===== src/design/drive_status_regs.vh =====
// constants for the inverter status word and speed feedback word
// assumes inclusion by plain Verilog-2005 design files
`ifndef DRIVE_STATUS_REGS_VH
`define DRIVE_STATUS_REGS_VH

// ********************************
// register selects
// ********************************
`define REG_SEL_STATUS           1'b0
`define REG_SEL_SPEED            1'b1

// ********************************
// status word bit positions
// ********************************
`define STAT_RUN_CMD             1
`define STAT_OVERRIDE            2
`define STAT_SECOND_RAMP         5
`define STAT_CONFIG_LOCK         6
`define STAT_ALARM               7
`define STAT_RUNNING             8
`define STAT_ENABLED             9
`define STAT_FORWARD             10
`define STAT_INCHING             11
`define STAT_REMOTE              12
`define STAT_UNDERVOLT           13
`define STAT_FAULT               15

// ********************************
// reset values and scale
// ********************************
`define STATUS_RESET             16'h0000
`define SPEED_RESET              16'h0000
`define SPEED_RATED_CODE         16'h2000
`define SPEED_RATED_SHIFT        13
`define SPEED_POS_LIMIT          16'h7FFF
`define SPEED_NEG_LIMIT          16'h8000

`endif


===== src/design/drive_status_speed_feedback.v =====
// read-only status and speed feedback words of the inverter, seen by a polling master
// assumes state flags and frequency come from synchronous inverter logic on clk
`timescale 1ns/10ps
`include "drive_status_regs.vh"

module drive_status_speed_feedback
#(
  parameter FREQ_W = 16
)
(
  // clock and reset
  input  wire              clk,
  input  wire              rst,
  // inverter state
  input  wire              run_request,
  input  wire              override_active,
  input  wire              second_ramp_select,
  input  wire              settings_conflict,
  input  wire              alarm,
  input  wire              running,
  input  wire              enable_request,
  input  wire              forward,
  input  wire              inching_function,
  input  wire              remote,
  input  wire              undervoltage,
  input  wire              fault,
  // speed, in frequency units of the inverter
  input  wire [FREQ_W-1:0] actual_frequency,
  input  wire [FREQ_W-1:0] rated_frequency_setting,
  // register port
  input  wire              reg_read,
  input  wire              reg_write,
  input  wire              reg_sel,
  input  wire [15:0]       reg_wdata,
  output reg  [15:0]       reg_rdata,
  output reg               reg_ack,
  // power stage
  output reg               stage_enable
);

  // ********************************
  // status word
  // ********************************
  wire [15:0] status_now;
  reg  [15:0] inverter_status_word;

  // enable is refused while settings conflict
  wire enabled_now = enable_request & ~settings_conflict;

  status_packer u_status_packer
  (
    .run_request        (run_request),
    .override_active    (override_active),
    .second_ramp_select (second_ramp_select),
    .config_lock        (settings_conflict),
    .alarm              (alarm),
    .running            (running),
    .enabled            (enabled_now),
    .forward            (forward),
    .inching_function   (inching_function),
    .remote             (remote),
    .undervoltage       (undervoltage),
    .fault              (fault),
    .word               (status_now)
  );

  // ********************************
  // speed feedback word
  // ********************************
  // a new conversion every cycle; the divider latency is one cycle
  wire [15:0] speed_code;
  wire        speed_done;
  reg  [15:0] speed_feedback_word;

  speed_scaler #(.FREQ_W(FREQ_W)) u_speed_scaler
  (
    .clk     (clk),
    .rst     (rst),
    .start   (1'b1),
    .freq    (actual_frequency),
    .rated   (rated_frequency_setting),
    .reverse (~forward),
    .done    (speed_done),
    .code    (speed_code)
  );

  // ********************************
  // registers: hardware-updated, never software-written
  // ********************************
  always @(posedge clk)
  begin
    if (rst)
    begin
      inverter_status_word <= `STATUS_RESET;
      speed_feedback_word  <= `SPEED_RESET;
      stage_enable         <= 1'b0;
    end
    else
    begin
      // reg_write and reg_wdata deliberately do not reach either word
      inverter_status_word <= status_now;
      stage_enable         <= enabled_now;
      if (speed_done)
        speed_feedback_word <= speed_code;
    end
  end

  // ********************************
  // register port
  // ********************************
  // single read path for all sources; a write is acknowledged but dropped
  always @(posedge clk)
  begin
    if (rst)
    begin
      reg_rdata <= 16'h0000;
      reg_ack   <= 1'b0;
    end
    else
    begin
      reg_ack <= reg_read | reg_write;
      if (reg_read)
        reg_rdata <= (reg_sel == `REG_SEL_SPEED) ? speed_feedback_word : inverter_status_word;
    end
  end

  wire unused_wdata = ^reg_wdata;

endmodule // drive_status_speed_feedback


===== src/design/speed_scaler.v =====
// converts an unsigned actual frequency and direction into the signed 8192-scale code
// assumes rated frequency nonzero; result valid one cycle after a start pulse
`timescale 1ns/10ps
`include "drive_status_regs.vh"

module speed_scaler
#(
  parameter FREQ_W = 16
)
(
  // clock and reset
  input  wire              clk,
  input  wire              rst,
  // operands
  input  wire              start,
  input  wire [FREQ_W-1:0] freq,
  input  wire [FREQ_W-1:0] rated,
  input  wire              reverse,
  // result
  output reg               done,
  output reg  [15:0]       code
);

  // ********************************
  // scaling
  // ********************************
  // quotient of freq*8192/rated, truncated toward zero on magnitude
  wire [FREQ_W+12:0] num  = {freq, 13'h0000};
  wire [FREQ_W+12:0] quot = (rated == {FREQ_W{1'b0}}) ? {(FREQ_W+13){1'b1}}
                            : num / {13'h0000, rated};
  // positive side stops at 32767, negative side at -32768
  wire               pos_sat = |quot[FREQ_W+12:15];
  // exactly 32768 still fits as -32768, anything above it does not
  wire               neg_sat = pos_sat | (quot[15] & (|quot[14:0]));
  wire [15:0]        mag     = quot[15:0];
  reg  [15:0]        next_code;

  always @*
  begin
    if (!reverse)
      next_code = pos_sat | quot[15] ? `SPEED_POS_LIMIT : mag;
    else if (neg_sat)
      next_code = `SPEED_NEG_LIMIT;
    else
      next_code = 16'h0000 - mag;
  end

  always @(posedge clk)
  begin
    if (rst)
    begin
      code <= `SPEED_RESET;
      done <= 1'b0;
    end
    else
    begin
      done <= start;
      if (start)
        code <= next_code;
    end
  end

endmodule // speed_scaler


===== src/design/status_packer.v =====
// packs the inverter state flags into the 16-bit status word
// assumes all flags are synchronous to clk
`timescale 1ns/10ps
`include "drive_status_regs.vh"

module status_packer
(
  // flags
  input  wire        run_request,
  input  wire        override_active,
  input  wire        second_ramp_select,
  input  wire        config_lock,
  input  wire        alarm,
  input  wire        running,
  input  wire        enabled,
  input  wire        forward,
  input  wire        inching_function,
  input  wire        remote,
  input  wire        undervoltage,
  input  wire        fault,
  // word
  output reg  [15:0] word
);

  always @*
  begin
    word                        = 16'h0000;
    word[`STAT_RUN_CMD]         = run_request;
    word[`STAT_OVERRIDE]        = override_active;
    word[`STAT_SECOND_RAMP]     = second_ramp_select;
    word[`STAT_CONFIG_LOCK]     = config_lock;
    word[`STAT_ALARM]           = alarm;
    word[`STAT_RUNNING]         = running;
    word[`STAT_ENABLED]         = enabled;
    word[`STAT_FORWARD]         = forward;
    word[`STAT_INCHING]         = inching_function;
    word[`STAT_REMOTE]          = remote;
    word[`STAT_UNDERVOLT]       = undervoltage;
    word[`STAT_FAULT]           = fault;
  end

endmodule // status_packer

===== config.mk =====
export PLATFORM = sky130hd
export DESIGN_NAME = drive_status_speed_feedback
export DESIGN_NICKNAME = d
export VERILOG_FILES = /design/src/design/drive_status_speed_feedback.v /design/src/design/speed_scaler.v /design/src/design/status_packer.v
export VERILOG_INCLUDE_DIRS = /design/src /design/src/design
export SDC_FILE = /design/constraint.sdc
export NUM_CORES = 1
export LEC_CHECK = 0
export BUFFER_PORTS_ARGS = -buffer_cell sky130_fd_sc_hd__buf_2
export CORE_MARGIN = 3
export CORE_UTILIZATION = 50
export CTS_CLUSTER_DIAMETER = 40
export CTS_CLUSTER_SIZE = 40
export DETAILED_ROUTE_END_ITERATION = 16
export PLACE_DENSITY = 0.66
export SYNTH_ARGS = -nofsm -noshare
export SYNTH_HDL_FRONTEND = slang
export SYNTH_HIERARCHICAL = 1
export SYNTH_SLANG_ARGS = --single-unit

===== constraint.sdc =====
create_clock -name clk -period 103.1 [get_ports clk]
set_input_delay 5.155 -clock clk [delete_from_list [all_inputs] [get_ports clk]]
set_output_delay 5.155 -clock clk [all_outputs]
set_load 0.05 [all_outputs]

**Word-level counts from Yosys, hierarchy flattened**

Index checks and enable logic that the tools add are counted.
Widths: inputs -> output; s select.

- Add/subtract/negate cells: 1
- Multiply operators: 0
- Divide/modulo/power cells: 1
- $lt $le $gt $ge: 0
- Eq/ne operators: 0
- Shift-type cells: 0
- Muxes and demuxes: 6
- Bitwise operators: 6
- Reductions and logical operators: 3

Operators by type and width:

| cell | count |
|---|---|
| $mux 16 | 4 |
| $div 29x16->29 | 1 |
| $mux 29 | 1 |
| $logic_not 16->1 | 1 |
| $sub 1x16->16 const A | 1 |
| $reduce_or 15->1 | 1 |
| $reduce_or 14->1 | 1 |
| $or 1x1->1 | 3 |
| $and 1x1->1 | 2 |
| $mux 1 | 1 |
| $not 1->1 | 1 |

- Bits in registers: 67
- Latch bits: 0
- Bits in writable memories: 0
- Memory bits (read-only): 0
- Bits of input ports: 65
- Output and inout bits: 18
- Logic and storage cells: 25
- Memories kept: 0

**Depth between registers and ports, before layout**

- Depth in word-level cells: 7
- Depth in mapped cells: 410
- Depth with buffers taken out: 376

**Modules after synthesis**

Netlist, hierarchy kept.

By module, submodules not included:

| module | times used | cells an instance | area each (µm²) |
|---|---|---|---|
| speed_scaler | 1 | 3286 | 22619.2 |
| drive_status_speed_feedback | 1 | 165 | 1775.5 |
| status_packer | 1 | 17 | 123.9 |

**Worst setup path after synthesis**

Ideal clock, no wire load.

- Path kind: in2reg
- Start point: in rated_frequency_setting[0]
- End point: reg u_speed_scaler.code[14]
- Setup time: 0.116 ns
- Arrival time: 79.748 ns
- Required time: 102.984 ns
- Slack: 23.236 ns
- Stages on the path: 395
- Path buffers: 39
- Cell sequence: inv_2 -> clkbuf_1 -> clkbuf_1 -> ha_1 -> o21bai_1 -> o21ai_0 -> o31ai_1 -> ha_1 -> or4b_2 -> o211ai_1 -> nor2_1 -> nor2_1 -> inv_1 -> ha_1 -> o211a_1 -> nor3_1 -> nor2_1 -> mux2_2 -> (+359 left out) -> a21oi_1 -> o21ai_0 -> a21oi_1 -> nor2b_1 -> o21ai_0 -> nand2_1 -> nor3_1 -> o21ai_1 -> nor3_1 -> o211ai_1 -> nor2_1 -> ha_1 -> nand3_1 -> nor2_1 -> a211oi_1 -> a31oi_1 -> o211ai_1 -> o211a_1

- Cells in the longest elaborated chain, start to end: 7
- Elaborated cells on any way between the ends: 12

Ends and longest elaborated chain:

| element | line | RTL |
|---|---|---|
| start: declaration | drive_status_speed_feedback.v:29 | `input wire [FREQ_W-1:0] rated_frequency_setting,` |
| $div 29x16->29 / $logic_not 16->1 (equally long branches) | speed_scaler.v:30, speed_scaler.v:29 |  |
| $mux 29 * | speed_scaler.v:29 | `wire [FREQ_W+12:0] quot = (rated == {FREQ_W{1'b0}}) ? {(FREQ_W+13){1'b1}}` |
| branches (longest 4 deep; another with $sub 1x16->16) | - |  |
| $mux 16 * | speed_scaler.v:40 | `if (!reverse)` |
| end signal: assignment | speed_scaler.v:52 | `` code <= `SPEED_RESET; `` |
| end signal: assignment | speed_scaler.v:59 | `code <= next_code;` |
| end: declaration | speed_scaler.v:21 | `output reg [15:0] code` |

Every way passes the cells marked *.
A chain may end at the register's enable or synchronous reset.

**Worst setup path in the final report**

- Start point: in rated_frequency_setting[15]
- End point: reg u_speed_scaler.code[6]

Same word-level chain as after synthesis.

==> flow_metrics.env <==
export IMPL_relSlewSlack=0.275
export IMPL_cp_end_kind="flip-flop"
export IMPL_postCtsSetupBuffers=0
export IMPL_report_final_slew_viol_count=0
export IMPL_io_buffers=66
export IMPL_layout_min_cycle_time_ns=90.90
export IMPL_fin_util=0.533
export IMPL_critPathLaunchType="input port"
export IMPL_track_usage=0.291
export IMPL_cpPeakStageDelay_ns=0.81
export IMPL_dieArea_um2=51700
export IMPL_grt_pass1_vias=25056
export IMPL_reg2reg_slack_ns=101.74
export IMPL_worst_pin_slew_ns=1.08
export IMPL_nets=3858
export IMPL_postCtsResizedCells=0
export IMPL_grt_max_degree=67
export IMPL_min_from="reg_rdata[5]"
export IMPL_synth_top_area_cell="ha_1"
export IMPL_worstPathArrival_ns=91.09
export IMPL_vias=26471
export IMPL_setup_viol=0
export IMPL_die_h_um=227
export IMPL_routabilityCongestion=0.908
export IMPL_post_route_drc_count=0
export IMPL_hp_class="flip-flop to flip-flop"
export IMPL_synthArstFlopShare=0
export IMPL_cts_tree="yes"
export IMPL_coreArea_um2=48000
export IMPL_rr_startpoint="u_speed_scaler/done"
export IMPL_initial_core_util=0.510
export IMPL_cts_made_buffers=9
export IMPL_grt_pass1_wl_um=125000
export IMPL_fin_skew_ns=0.00468
export IMPL_rsz0062_at_grt="no"
export IMPL_finalSetupTns_ns=0
export IMPL_initialDrtViolationCount=1801
export IMPL_whs_path_depth=2
export IMPL_overflow=0
export IMPL_avgSynthCellArea_um2=7.07
export IMPL_ys_seq_elements=67
export IMPL_wl_per_cell_um=19.2
export IMPL_max_freq_mhz=11.0
export IMPL_synth_warnings=6
export IMPL_ys_seq_area_frac=0.0547
export IMPL_root_buffer="clkbuf_16"
export IMPL_critPathSlowestCell="nor4_4"
export IMPL_synth_area_top_cells="ha_1, nor2_1, a21oi_1"
export IMPL_critPathMaxFanout=32
export IMPL_synth_edff_count=0
export IMPL_fin_crit_sh=0.882
export IMPL_min_to="reg_rdata[5]"
export IMPL_finalHoldViolCount=0
export IMPL_final_cell_mix="nor2_1, ha_1, nand2_1"
export IMPL_fp_row_count=80
export IMPL_htreeDepth=3
export IMPL_n_antenna_cell=0
export IMPL_drive_above_1_share=0.0979
export IMPL_max_cap_violations=0
export IMPL_timing_rr_end="speed_feedback_word[15]"
export IMPL_synth_cell_type_count=133
export IMPL_syn_inst=3468
export IMPL_vias_per_cell=6.49
export IMPL_dpl_hpwl_um=61800
export IMPL_ant_nets=0
export IMPL_clkLatencyLatePin_ns=0.33
export IMPL_cp_common_cell="o21ai_0"
export IMPL_die_x_um=227
export IMPL_antenna_found_initial=0
export IMPL_areaGrowthSynthToFinish_pct=4.48
export IMPL_status="complete, no violations"
export IMPL_wirelength_um=78400
export IMPL_yosysTopAreaCellShare=0.170
export IMPL_cp_required_ns=103.29
export IMPL_ys_flop_type="dfxtp_1"
export IMPL_layout_commonest_cell="nor2_1"
export IMPL_cts_hold_buf=0
export IMPL_worstSetupPathType="input port to flip-flop"
export IMPL_clock_sinks=67
export IMPL_clkTransAtPathRegs_ns=0.05
export IMPL_reg2regPathDepth=2
export IMPL_netlist_area_um2=24500
export IMPL_cts_buffer_depth=2
export IMPL_detail_route_first_pass_iterations=6
export IMPL_io_pins=83
export IMPL_fillCellCount=4736
[final cells by class]
type                            instances  area [um2]  share of cell area
Inverter                              139         522              0.0204
Clock buffer                            9         225             0.00879
Sequential cell                        67        1340              0.0524
Clock inverter                          7        92.6             0.00361
Tap cell                              615         769              0.0300
Timing Repair Buffer                   98         571              0.0223
Multi-Input combinational cell       3143       22100               0.863
[critical path, delay by kind of cell]
family	cells	cell delay [ns]
simple gates	105	23.53
buf+inv	14	3.32
fa+ha+maj	29	9.53
mux	8	2.53
compound gates	211	46.82
[worst max-delay path by stage]
stage	from	to	slack, ns
3_5_place_dp	rated_frequency_setting[15]	u_speed_scaler/code[6]	14.02
2_1_floorplan	rated_frequency_setting[0]	u_speed_scaler/code[14]	23.24
6_report	rated_frequency_setting[15]	u_speed_scaler/code[6]	12.20
4_1_cts	rated_frequency_setting[15]	u_speed_scaler/code[6]	13.97
5_1_grt	rated_frequency_setting[15]	u_speed_scaler/code[6]	5.14
3_3_place_gp	rated_frequency_setting[15]	u_speed_scaler/code[6]	15.80
[cell usage after synthesis, types with 16 or more instances]
cell / n
a21oi_1: 268
o21ai_1: 22
dfxtp_1: 67
nand2b_1: 76
xnor2_1: 119
nand2_1: 272
nor2_1: 371
mux2_2: 74
and3_1: 28
and2_1: 34
mux2i_1: 67
o21ai_0: 201
a31oi_1: 32
nor3_1: 122
nand4_1: 52
nand3_1: 99
a211oi_1: 58
clkbuf_1: 75
or2_2: 43
a21o_1: 111
a211o_1: 16
o21a_1: 110
o21bai_1: 21
or3_1: 35
xor2_1: 65
o31ai_1: 59
buf_4: 16
a21boi_0: 19
buf_2: 18
o211ai_1: 53
inv_1: 137
nor4_1: 18
ha_1: 334
nor2b_1: 47
[kinds of logic after synthesis]
kind of cell,Yosys count,share of synthesized area
buffers and inverters,261,0.0452
AO/OA/AOI/OAI,1197,0.339
AND/OR/NAND/NOR,1276,0.260
XOR/XNOR,184,0.0657
adder cells (fa/ha/maj),335,0.171
flip-flops,67,0.0547
other,2,0.000306
multiplexers,146,0.0645
[through the flow]
| step | hold WS (ns) | setup WS, ns | cell area, um2 | std cells |
|---|---|---|---|---|
| floorplan | 0.460 | 23.24 | 24500 | 3471 |
| global placement | 0.471 | 15.80 | 25300 | 4062 |
| detailed placement | 0.479 | 14.02 | 25300 | 4062 |
| CTS | 0.485 | 13.97 | 25600 | 4078 |
| global route | 0.505 | 5.14 | 25600 | 4078 |
| finish | 0.483 | 12.20 | 25600 | 4078 |
[state kept, by name, summed over array words and instances (netlist names)]
name,count
reg_ack,1
u_speed_scaler/done,1
speed_feedback_word,16
reg_rdata,16
u_speed_scaler/code,16
stage_enable,1
inverter_status_word,16
[layer usage]
layer	up-vias	global-route usage	wire length [um]
met5	-	0	0
met4	0	0.0885	2450
met3	157	0.0250	4470
met2	866	0.504	35700
met1	12379	0.385	35800
li1	13069	-	-
Power is not shown: default switching activity piles up to over one toggle a cycle in this logic, so the estimate is an artifact.
